### config.mk
export PLATFORM = sky130hd
export DESIGN_NAME = ifsb_flag_bank
export DESIGN_NICKNAME = d
export VERILOG_FILES = /design/src/design/ifsb_pkg.sv /design/src/design/ifsb_edge_if.sv /design/src/design/ifsb_edge_detect.sv /design/src/design/ifsb_flag_bank.sv
export SDC_FILE = /design/constraint.sdc
export NUM_CORES = 1
export LEC_CHECK = 0
export ABC_AREA = 1
export BUFFER_PORTS_ARGS = -buffer_cell sky130_fd_sc_hd__buf_2
export CORE_ASPECT_RATIO = 0.9
export CORE_MARGIN = 2
export CORE_UTILIZATION = 50
export CTS_CLUSTER_SIZE = 14
export DETAILED_ROUTE_END_ITERATION = 8
export PLACE_DENSITY = 0.85
export SYNTH_ARGS = -nofsm -noshare
export SYNTH_HDL_FRONTEND = slang
export SYNTH_SLANG_ARGS = --single-unit
### constraint.sdc
create_clock -name clk_sys -period 1.36 [get_ports clk_sys]
set_input_delay 0.136 -clock clk_sys [delete_from_list [all_inputs] [get_ports clk_sys]]
set_output_delay 0.136 -clock clk_sys [all_outputs]
set_load 0.005 [all_outputs]
### src/design/ifsb_pkg.sv
// constants, field positions and types of the interrupt request flag bank.
// assumes one system clock at 100 MHz and an APB slave with 32-bit data.
//
// Contract
// - hardware sets each implemented flag bit when its source requests.
// - software can read and write every implemented flag bit.
// - all flag bits of both registers are zero after power-on reset.
// - low bits 14, 10-9, 4 and high bits 10-7, 5 always read as zero.
// - low register bit 15 is memory write done, bit 13 conversion done.
// - low register bit 12 is serial A transmit, bit 11 serial A receive.
// - capture timers: B bit 8, A bit 7 low; D bit 12, C bit 11 high.
// - capture events D, C, B, A at low bits 6, 5, 2, 1; E at high bit 6.
// - low register bit 3 is the first timer, bit 0 external pin A.
// - high register bit 15 is serial B transmit, bit 14 serial B receive.
// - high register bit 13 is external pin C, bit 4 external pin B.
// - high register bit 3 is pin change, bit 2 comparator.
// - high register bit 1 is port A collision, bit 0 port A event.
// - a set flag forwards its request only while its enable bit is 1.
// - polarity 1 selects the falling pin edge, 0 the rising edge.

package ifsb_pkg;

  localparam int IFSB_WORD_W = 16;
  localparam int IFSB_ADDR_W = 12;
  localparam int IFSB_EXT_N  = 3;

  typedef logic [IFSB_WORD_W-1:0] ifsb_word_t;
  typedef logic [IFSB_ADDR_W-1:0] ifsb_addr_t;

  // register byte offsets
  localparam ifsb_addr_t OFS_FLAGS_LOW   = 12'h000;
  localparam ifsb_addr_t OFS_FLAGS_HIGH  = 12'h004;
  localparam ifsb_addr_t OFS_ENABLE_LOW  = 12'h008;
  localparam ifsb_addr_t OFS_ENABLE_HIGH = 12'h00C;
  localparam ifsb_addr_t OFS_POLARITY    = 12'h010;
  localparam ifsb_addr_t OFS_PEND_LOW    = 12'h014;
  localparam ifsb_addr_t OFS_PEND_HIGH   = 12'h018;

  // implemented bit masks and reset values
  localparam ifsb_word_t MASK_LOW        = 16'hB9EF;
  localparam ifsb_word_t MASK_HIGH       = 16'hF85F;
  localparam ifsb_word_t RST_FLAGS       = 16'h0000;
  localparam ifsb_word_t RST_ENABLE      = 16'h0000;
  localparam logic [IFSB_EXT_N-1:0] RST_POLARITY = 3'h0;

  // low register positions
  localparam int POS_MEM_DONE    = 15;
  localparam int POS_CONV_DONE   = 13;
  localparam int POS_SER_A_TX    = 12;
  localparam int POS_SER_A_RX    = 11;
  localparam int POS_TIMER_B     = 8;
  localparam int POS_TIMER_A     = 7;
  localparam int POS_EVENT_D     = 6;
  localparam int POS_EVENT_C     = 5;
  localparam int POS_FIRST_TIMER = 3;
  localparam int POS_EVENT_B     = 2;
  localparam int POS_EVENT_A     = 1;
  localparam int POS_EXT_A       = 0;

  // high register positions
  localparam int POS_SER_B_TX    = 15;
  localparam int POS_SER_B_RX    = 14;
  localparam int POS_EXT_C       = 13;
  localparam int POS_TIMER_D     = 12;
  localparam int POS_TIMER_C     = 11;
  localparam int POS_EVENT_E     = 6;
  localparam int POS_EXT_B       = 4;
  localparam int POS_PIN_CHANGE  = 3;
  localparam int POS_COMPARATOR  = 2;
  localparam int POS_COLLISION   = 1;
  localparam int POS_PORT_EVENT  = 0;

  // polarity register positions, one per external pin
  localparam int POL_EXT_A       = 0;
  localparam int POL_EXT_B       = 1;
  localparam int POL_EXT_C       = 2;

endpackage : ifsb_pkg

### src/design/ifsb_edge_if.sv
// pin, polarity and edge event bundle between the bank and its detector.
// assumes pins already synchronous to clk_sys.
`timescale 1ns/1ps
`default_nettype none

interface ifsb_edge_if #(
  parameter int N = 3
);
  logic [N-1:0] pin;
  logic [N-1:0] falling_sel;
  logic [N-1:0] edge_evt;

  modport bank (
    output pin,
    output falling_sel,
    input  edge_evt
  );

  modport det (
    input  pin,
    input  falling_sel,
    output edge_evt
  );
endinterface : ifsb_edge_if

`default_nettype wire

### src/design/ifsb_edge_detect.sv
// edge detector for the external interrupt pins.
// assumes pins synchronous to clk_sys; one-cycle event per selected edge.
`timescale 1ns/1ps
`default_nettype none

module ifsb_edge_detect #(
  parameter int N = 3
) (
  input  wire logic clk_sys,
  input  wire logic resetn,
  ifsb_edge_if.det  edges
);

  logic [N-1:0] prev_r;
  logic         armed_r;

  // first cycle after reset only samples, so a pin that is already
  // high or low at release does not fake an edge
  always_ff @(posedge clk_sys or negedge resetn) begin
    if (!resetn) begin
      armed_r <= 1'b0;
    end else begin
      armed_r <= 1'b1;
    end
  end

  always_ff @(posedge clk_sys or negedge resetn) begin
    if (!resetn) begin
      prev_r <= '0;
    end else begin
      prev_r <= edges.pin;
    end
  end

  genvar g;
  generate
    for (g = 0; g < N; g++) begin : g_edge
      assign edges.edge_evt[g] = armed_r & (edges.falling_sel[g]
                                 ? (prev_r[g] & ~edges.pin[g])
                                 : (~prev_r[g] & edges.pin[g]));
    end
  endgenerate

endmodule : ifsb_edge_detect

`default_nettype wire

### src/design/ifsb_flag_bank.sv
// interrupt request flag bank: two 16-bit flag words, enables, pin
// polarity and pending view, reached over an APB slave.
// assumes peripheral requests are synchronous one-cycle or level pulses;
// a level held high keeps its flag set against software clears.
`timescale 1ns/1ps
`default_nettype none

module ifsb_flag_bank (
  input  wire logic                      clk_sys,
  input  wire logic                      resetn,
  // apb slave
  input  wire logic                      psel,
  input  wire logic                      penable,
  input  wire logic                      pwrite,
  input  wire ifsb_pkg::ifsb_addr_t      paddr,
  input  wire logic [31:0]               pwdata,
  input  wire logic [3:0]                pstrb,
  output logic [31:0]                    prdata,
  output logic                           pready,
  output logic                           pslverr,
  // peripheral request sources
  input  wire logic                      memory_write_done_req,
  input  wire logic                      conversion_done_req,
  input  wire logic                      serial_a_tx_req,
  input  wire logic                      serial_a_rx_req,
  input  wire logic                      serial_b_tx_req,
  input  wire logic                      serial_b_rx_req,
  input  wire logic                      capcmp_timer_a_req,
  input  wire logic                      capcmp_timer_b_req,
  input  wire logic                      capcmp_timer_c_req,
  input  wire logic                      capcmp_timer_d_req,
  input  wire logic                      capcmp_event_a_req,
  input  wire logic                      capcmp_event_b_req,
  input  wire logic                      capcmp_event_c_req,
  input  wire logic                      capcmp_event_d_req,
  input  wire logic                      capcmp_event_e_req,
  input  wire logic                      first_timer_req,
  input  wire logic                      pin_change_req,
  input  wire logic                      comparator_req,
  input  wire logic                      port_a_collision_req,
  input  wire logic                      port_a_event_req,
  // external interrupt pins
  input  wire logic                      ext_pin_a,
  input  wire logic                      ext_pin_b,
  input  wire logic                      ext_pin_c,
  // enabled requests towards the priority logic
  output ifsb_pkg::ifsb_word_t           request_pending_low,
  output ifsb_pkg::ifsb_word_t           request_pending_high,
  output logic                           request_any
);

  import ifsb_pkg::*;

  ifsb_word_t                request_flags_low_r;
  ifsb_word_t                request_flags_high_r;
  ifsb_word_t                request_flags_low_nxt;
  ifsb_word_t                request_flags_high_nxt;
  ifsb_word_t                request_enable_low_r;
  ifsb_word_t                request_enable_high_r;
  logic [IFSB_EXT_N-1:0]     ext_pin_polarity_r;
  logic [31:0]               prdata_r;
  logic [31:0]               prdata_nxt;
  ifsb_word_t                hw_set_low;
  ifsb_word_t                hw_set_high;
  ifsb_word_t                lane_mask;
  ifsb_word_t                wdata16;
  logic                      setup_phase;
  logic                      access_phase;
  logic                      addr_hit;
  logic                      wr_flags_low;
  logic                      wr_flags_high;
  logic                      wr_enable_low;
  logic                      wr_enable_high;
  logic                      wr_polarity;

  // ---------------------------------------------------------------
  // external pin edge detection
  // ---------------------------------------------------------------
  ifsb_edge_if #(.N(IFSB_EXT_N)) edge_bus ();

  assign edge_bus.pin[POL_EXT_A]         = ext_pin_a;
  assign edge_bus.pin[POL_EXT_B]         = ext_pin_b;
  assign edge_bus.pin[POL_EXT_C]         = ext_pin_c;
  assign edge_bus.falling_sel            = ext_pin_polarity_r;

  ifsb_edge_detect #(
    .N       (IFSB_EXT_N)
  ) u_edge (
    .clk_sys (clk_sys),
    .resetn  (resetn),
    .edges   (edge_bus.det)
  );

  // ---------------------------------------------------------------
  // hardware set vectors, one line per source position
  // ---------------------------------------------------------------
  always_comb begin
    hw_set_low                  = '0;
    hw_set_low[POS_MEM_DONE]    = memory_write_done_req;
    hw_set_low[POS_CONV_DONE]   = conversion_done_req;
    hw_set_low[POS_SER_A_TX]    = serial_a_tx_req;
    hw_set_low[POS_SER_A_RX]    = serial_a_rx_req;
    hw_set_low[POS_TIMER_B]     = capcmp_timer_b_req;
    hw_set_low[POS_TIMER_A]     = capcmp_timer_a_req;
    hw_set_low[POS_EVENT_D]     = capcmp_event_d_req;
    hw_set_low[POS_EVENT_C]     = capcmp_event_c_req;
    hw_set_low[POS_EVENT_B]     = capcmp_event_b_req;
    hw_set_low[POS_EVENT_A]     = capcmp_event_a_req;
    hw_set_low[POS_FIRST_TIMER] = first_timer_req;
    hw_set_low[POS_EXT_A]       = edge_bus.edge_evt[POL_EXT_A];
  end

  always_comb begin
    hw_set_high                 = '0;
    hw_set_high[POS_SER_B_TX]   = serial_b_tx_req;
    hw_set_high[POS_SER_B_RX]   = serial_b_rx_req;
    hw_set_high[POS_EXT_C]      = edge_bus.edge_evt[POL_EXT_C];
    hw_set_high[POS_EXT_B]      = edge_bus.edge_evt[POL_EXT_B];
    hw_set_high[POS_TIMER_D]    = capcmp_timer_d_req;
    hw_set_high[POS_TIMER_C]    = capcmp_timer_c_req;
    hw_set_high[POS_EVENT_E]    = capcmp_event_e_req;
    hw_set_high[POS_PIN_CHANGE] = pin_change_req;
    hw_set_high[POS_COMPARATOR] = comparator_req;
    hw_set_high[POS_COLLISION]  = port_a_collision_req;
    hw_set_high[POS_PORT_EVENT] = port_a_event_req;
  end

  // ---------------------------------------------------------------
  // apb decode; zero wait states, writes land at the access edge
  // ---------------------------------------------------------------
  assign setup_phase  = psel & ~penable;
  assign access_phase = psel & penable;
  assign pready       = 1'b1;

  always_comb begin
    case (paddr)
      OFS_FLAGS_LOW,
      OFS_FLAGS_HIGH,
      OFS_ENABLE_LOW,
      OFS_ENABLE_HIGH,
      OFS_POLARITY,
      OFS_PEND_LOW,
      OFS_PEND_HIGH: addr_hit = 1'b1;
      default:       addr_hit = 1'b0;
    endcase
  end

  // pending words are read-only, so writes to them are an error too
  assign pslverr = access_phase & (~addr_hit
                   | (pwrite & (paddr == OFS_PEND_LOW
                              | paddr == OFS_PEND_HIGH)));

  assign wdata16 = pwdata[IFSB_WORD_W-1:0];

  genvar b;
  generate
    for (b = 0; b < IFSB_WORD_W; b++) begin : g_lane
      assign lane_mask[b] = pstrb[b / 8];
    end
  endgenerate

  assign wr_flags_low   = access_phase & pwrite & (paddr == OFS_FLAGS_LOW);
  assign wr_flags_high  = access_phase & pwrite & (paddr == OFS_FLAGS_HIGH);
  assign wr_enable_low  = access_phase & pwrite & (paddr == OFS_ENABLE_LOW);
  assign wr_enable_high = access_phase & pwrite & (paddr == OFS_ENABLE_HIGH);
  assign wr_polarity    = access_phase & pwrite & (paddr == OFS_POLARITY);

  // ---------------------------------------------------------------
  // flag bits: hardware set has priority over a software write, so a
  // request landing in the clearing cycle survives
  // ---------------------------------------------------------------
  genvar i;
  generate
    for (i = 0; i < IFSB_WORD_W; i++) begin : g_flag
      if (MASK_LOW[i]) begin : g_low
        assign request_flags_low_nxt[i] = hw_set_low[i]
                                        | (wr_flags_low && lane_mask[i]
                                           ? wdata16[i]
                                           : request_flags_low_r[i]);
      end else begin : g_low_none
        assign request_flags_low_nxt[i] = 1'b0;
      end

      if (MASK_HIGH[i]) begin : g_high
        assign request_flags_high_nxt[i] = hw_set_high[i]
                                         | (wr_flags_high && lane_mask[i]
                                            ? wdata16[i]
                                            : request_flags_high_r[i]);
      end else begin : g_high_none
        assign request_flags_high_nxt[i] = 1'b0;
      end
    end
  endgenerate

  // unimplemented positions are tied low in the next value, so the
  // whole word can live in one register
  always_ff @(posedge clk_sys or negedge resetn) begin
    if (!resetn) begin
      request_flags_low_r <= RST_FLAGS;
    end else begin
      request_flags_low_r <= request_flags_low_nxt;
    end
  end

  always_ff @(posedge clk_sys or negedge resetn) begin
    if (!resetn) begin
      request_flags_high_r <= RST_FLAGS;
    end else begin
      request_flags_high_r <= request_flags_high_nxt;
    end
  end

  // ---------------------------------------------------------------
  // enable bits; unimplemented positions stay zero through the masks
  // ---------------------------------------------------------------
  always_ff @(posedge clk_sys or negedge resetn) begin
    if (!resetn) begin
      request_enable_low_r <= RST_ENABLE;
    end else if (wr_enable_low) begin
      request_enable_low_r <= (request_enable_low_r & ~lane_mask)
                            | (wdata16 & lane_mask & MASK_LOW);
    end
  end

  always_ff @(posedge clk_sys or negedge resetn) begin
    if (!resetn) begin
      request_enable_high_r <= RST_ENABLE;
    end else if (wr_enable_high) begin
      request_enable_high_r <= (request_enable_high_r & ~lane_mask)
                             | (wdata16 & lane_mask & MASK_HIGH);
    end
  end

  always_ff @(posedge clk_sys or negedge resetn) begin
    if (!resetn) begin
      ext_pin_polarity_r <= RST_POLARITY;
    end else if (wr_polarity && pstrb[0]) begin
      ext_pin_polarity_r <= pwdata[IFSB_EXT_N-1:0];
    end
  end

  // ---------------------------------------------------------------
  // forwarding towards the priority logic
  // ---------------------------------------------------------------
  assign request_pending_low  = request_flags_low_r
                              & request_enable_low_r;
  assign request_pending_high = request_flags_high_r
                              & request_enable_high_r;
  assign request_any = (|request_pending_low) | (|request_pending_high);

  // ---------------------------------------------------------------
  // read data is captured in the setup cycle and held through access;
  // a flag set during that one cycle shows on the next read
  // ---------------------------------------------------------------
  always_comb begin
    prdata_nxt = '0;
    case (paddr)
      OFS_FLAGS_LOW:   prdata_nxt[IFSB_WORD_W-1:0] = request_flags_low_r;
      OFS_FLAGS_HIGH:  prdata_nxt[IFSB_WORD_W-1:0] = request_flags_high_r;
      OFS_ENABLE_LOW:  prdata_nxt[IFSB_WORD_W-1:0] = request_enable_low_r;
      OFS_ENABLE_HIGH: prdata_nxt[IFSB_WORD_W-1:0] = request_enable_high_r;
      OFS_POLARITY:    prdata_nxt[IFSB_EXT_N-1:0]  = ext_pin_polarity_r;
      OFS_PEND_LOW:    prdata_nxt[IFSB_WORD_W-1:0] = request_pending_low;
      OFS_PEND_HIGH:   prdata_nxt[IFSB_WORD_W-1:0] = request_pending_high;
      default:         prdata_nxt = '0;
    endcase
  end

  always_ff @(posedge clk_sys or negedge resetn) begin
    if (!resetn) begin
      prdata_r <= '0;
    end else if (setup_phase && !pwrite) begin
      prdata_r <= prdata_nxt;
    end
  end

  assign prdata = prdata_r;

endmodule : ifsb_flag_bank

`default_nettype wire

---- Word-level counts from Yosys, hierarchy flattened ----
Index checks and enable logic that the tools add are counted.
word-level totals
  bits of input ports ..................... 76
  word-level logic and storage cells ...... 115
  output and inout port bits .............. 67
  register bits ........................... 78
operators by class
  bitwise operators ....................... 61
  muxes and demuxes ....................... 29
  equal/unequal tests ..................... 6
  reduce and logical (&&, ||, !) cells .... 11
operators with widths
  kind                 count
  $and 16x16->16       5
  $pmux 13 s6          1
  $eq 12x5->1 const B  3
  $or 16x16->16        2
  $reduce_or 16->1     2
  $mux 1               27
  $or 1x1->1           26
  $eq 12x4->1 const B  2
  $pmux 3 s7           1
  $and 1x1->1          19
  $not 16->16          1
  $eq 12x3->1 const B  1
  $logic_not 12->1     1
  $not 1->1            8
  $reduce_or 7->1      1
  $logic_and 1x1->1    6
  $logic_not 1->1      1

---- Depth between registers and ports, before layout ----
  depth in word-level cells ............... 6
  depth in mapped cells ................... 11
  depth with buffers taken out ............ 10

---- Hierarchy ----
A second synthesis with hierarchy kept.
second synthesis, totals
  cells, all modules ...................... 591
  area total of the unflattened synthesis .. 4,380.5 µm²
by module, submodules not included
  module            area an instance (µm²)  cells an instance  instances  seq. area each (µm²)
  ifsb_flag_bank    4,194.0                 564                1          1,851.8
  ifsb_edge_detect  186.4                   27                 1          100.1

---- Worst setup path after synthesis ----
Ideal clock, no wire load.
  path kind ............................... input-to-reg
  start point ............................. in paddr[11]
  end point ............................... reg request_flags_low_r[3]
  buffers on the path ..................... 1
  setup time .............................. 0.124 ns
  required time ........................... 1.236 ns
  data arrival time ....................... 1.060 ns
  stages .................................. 9
  slack ................................... 0.177 ns
  cell sequence ........................... nor2_1 > nand2_2 > nor2_2 > nand2_2 > nor2_4 > inv_2 > buf_6 > a21oi_1 > o21ai_1
between the ends
  cells in the longest elaborated chain, start to end .. 5
ends and longest elaborated chain
  item                          line                   RTL
  start: declaration            ifsb_flag_bank.sv:15   input wire ifsb_pkg::ifsb_addr_t paddr,
  $logic_not 12->1              ifsb_flag_bank.sv:162  assign wr_flags_low = access_phase & pwrite & (paddr == OFS_FLAGS_LOW);
  $and 1x1->1                   ifsb_flag_bank.sv:162
  $logic_and 1x1->1             ifsb_flag_bank.sv:177  | (wr_flags_low && lane_mask[i]
  $mux 1                        ifsb_flag_bank.sv:178  ? wdata16[i]
  $or 1x1->1                    ifsb_flag_bank.sv:177
  via request_flags_low_nxt[3]  ifsb_flag_bank.sv:56   ifsb_word_t request_flags_low_nxt;
  end signal: assignment        ifsb_flag_bank.sv:201  request_flags_low_r <= request_flags_low_nxt;
  end: declaration              ifsb_flag_bank.sv:54   ifsb_word_t request_flags_low_r;
The timed path passes the listed nets, and every way through them passes these cells.
A chain may end at the register's enable or synchronous reset.

==> impl_results.md <==
- Outcome: complete, but fails checks
- Failing checks: negative setup slack
- Final GP Congestion: 0.962
- Arrival time worst endpoint: 1.58 ns
- H-tree depth: 3
- Post-synthesis register bit count: 78
- Fin area: 5910 um^2
- Crit Path Max Fanout: 2
- CP delay by family, top: simple AND/OR/NAND/NOR gates
- Clk Latency, worst-skew pair: 0.37 ns
- Number of DRC markers in iteration 0: 462
- CP required: 1.22 ns
- Fill count: 668
- Fmax: 581 MHz
- Average cell area after synthesis: 7.54 um^2
- Crit Path Category: register to output pin
- Mapped Cells: 582
- Number of buffers created by CTS: 9
- Min-Delay Path Class: primary input to register
- Area Growth Syn to Fin: 34.8%
- Final Core Density: 69.3%
- R2R setup slack: 0.18 ns
- Clock Skew: 0.0112 ns
- Clk sinks: 78
- RSZ-0062 raised after global routing: yes
- CP max stage delay: 0.38 ns
- Max-slew violations: 0
- Slowest-stage cell, CP: dfrtp_1
- Via/cell ratio: 5.33
- Fin. Hold Viols: 0
- DR WL/cell: 15.3 um
- Pleak: 3.34 nW
- Placed Area: 5310 um^2
- # rows: 32
- Clk slew on worst S/H paths: 0.09 ns
- Most common cell after layout, fill and taps aside: nand2_1
- MaxCap Viol Count: 0
- Most frequent cells in the layout: nand2_1 (161), buf_2 (93), nand3_1 (79)
- CTS root buf: clkbuf_8
- Chip width: 103 um
- Crit end category: output pin
- Multi-input logic area: 2010 um^2
- Ys Warns: 0
- Pwr Density: 810 nW/um^2
- VDD IR max: 0.545 mV
- Routed Antenna Nets: 0
- Total die area: 9540 um^2
- Min Tclk post-route: 1.72 ns
- Buffers on Ports: 96
- Dpl cells: 827
- Critical path launch point type: register
- Worst Path Buf+Inv: 3
- Initial antenna violation count: 0
- Antenna cells: 0
- Top Ports: 143
- Post-route insts no fill: 874
- Register area share after synthesis: 44.5%
- Register Area: 1950 um^2
- CP Cell Sequence: nand2_1 > inv_2 > nor4_2 > buf_4 > nand4_1 > buf_2
- Core Area: 8530 um^2
- Die H: 92.8 um
- DPL Wire Length: 9390 um
- CTS Buffer Depth: 2
- Final period util: 126%
- Final worst setup slack: -0.360 ns
- Number of global-route vias before repair: 4419
- Drt drc: 0
- Share of cells above drive strength 1: 28.9%
- Post-Route WL: 13300 um
- Pin count of the biggest net entering global routing: 29
- Drt pass-1 iters: 6
- Via Count: 4659
- Final nets: 826
- Initial Utilization: 51.4%
- GR Overflow Total: 0
- Distinct cells, synth: 30
- CTS tree: done
- Synthesized area: 4390 um^2
- First-pass GRT wire length: 20900 um
- Final setup fails: 1
- Worst Hold Slack: 0.0262 ns
- Tot GR Track Use: 28.5%
cell type report:
| cell class | instances | area share [%] |
|---|---|---|
| inverters | 70 | 4.49 |
| clock buffers | 9 | 2.10 |
| well taps | 119 | 2.52 |
| clock inverters | 7 | 1.74 |
| multi-input cells | 411 | 33.9 |
| flip-flops and latches | 78 | 33.0 |
| repair buffers | 180 | 22.2 |
cells in the mapped netlist, drive strengths merged:
cell type  number  area, um^2
conb            2        7.51
a21oi          22         110
clkbuf          2        7.51
inv            69         259
nor2           37         196
nor3            5        40.0
dfrtp          78        1950
a211oi          1        7.51
o2111ai         1        8.76
a21o            2        15.0
buf            46         319
nand2         169         654
clkinv          1        3.75
nor4            2        12.5
o211ai          3        22.5
nand3          80         413
nand4          11        75.1
o21ai          51         282
kinds of logic after synthesis:
kind of cell	Yosys count	share of synthesized area (%)
buf+inv	118	13.4
flops	78	44.5
other cells	2	0.171
compound gates	80	10.2
simple gates	304	31.7
report_power, final:
part           total, mW  switching [mW]  internal (mW)
logic              0.410           0.234          0.176
clock network       2.05           0.985           1.06
registers           2.33         0.00465           2.32
total               4.79            1.22           3.56
stage by stage:
step	worst slack (ns)	setup TNS [ns]	power (mW)
detailed placement	-0.199	-1.38	2.70
CTS	-0.307	-0.307	4.76
global route	-0.406	-0.489	4.92
floorplan	0.177	0	2.54
finish	-0.360	-0.360	4.79
global placement	-0.123	-0.626	2.69
final timing paths:
| check | from | end | depth (start not counted) |
|---|---|---|---|
| setup / recovery | register | request_any | 6 |
| hold / removal | pwdata[14] | request_flags_high_r[14] | 3 |
| setup reg to reg | register | prdata[1] | 9 |
| hold reg to reg | request_enable_high_r[5] | request_enable_high_r[5] | 2 |
| max in group asynchronous | resetn | prdata[11] | 3 |
| min in group asynchronous | resetn | request_flags_high_r[2] | 2 |
layer usage:
metal  wire length [um]  vias to the layer above  track usage, %
met5                  0                        -               0
met4                459                        0            10.7
met3               1200                       59            6.57
met2               6270                      284            44.2
met1               5420                     2156            39.0
li1                   -                     2160               -
repair_timing:
item / CTS / global route
endpoints found under the setup margin: 2 / 2
hold buffers: 24 / 0
pin swaps: 0 / 12
setup buffers: 1 / 6
resized for setup: 5 / 17
hold endpoints to repair: 47 / 0
worst reg2reg max path, stage by stage, from the launching register on:
cell     delay, ns
dfrtp_1       0.40
nand2_1       0.07
inv_1         0.06
buf_4         0.13
nand3_1       0.07
nand2_1       0.05
nor2_1        0.13
nand2_1       0.06
nand2_1       0.06
nand2_1       0.05
Note: power is estimated with default switching activity, not from simulation.
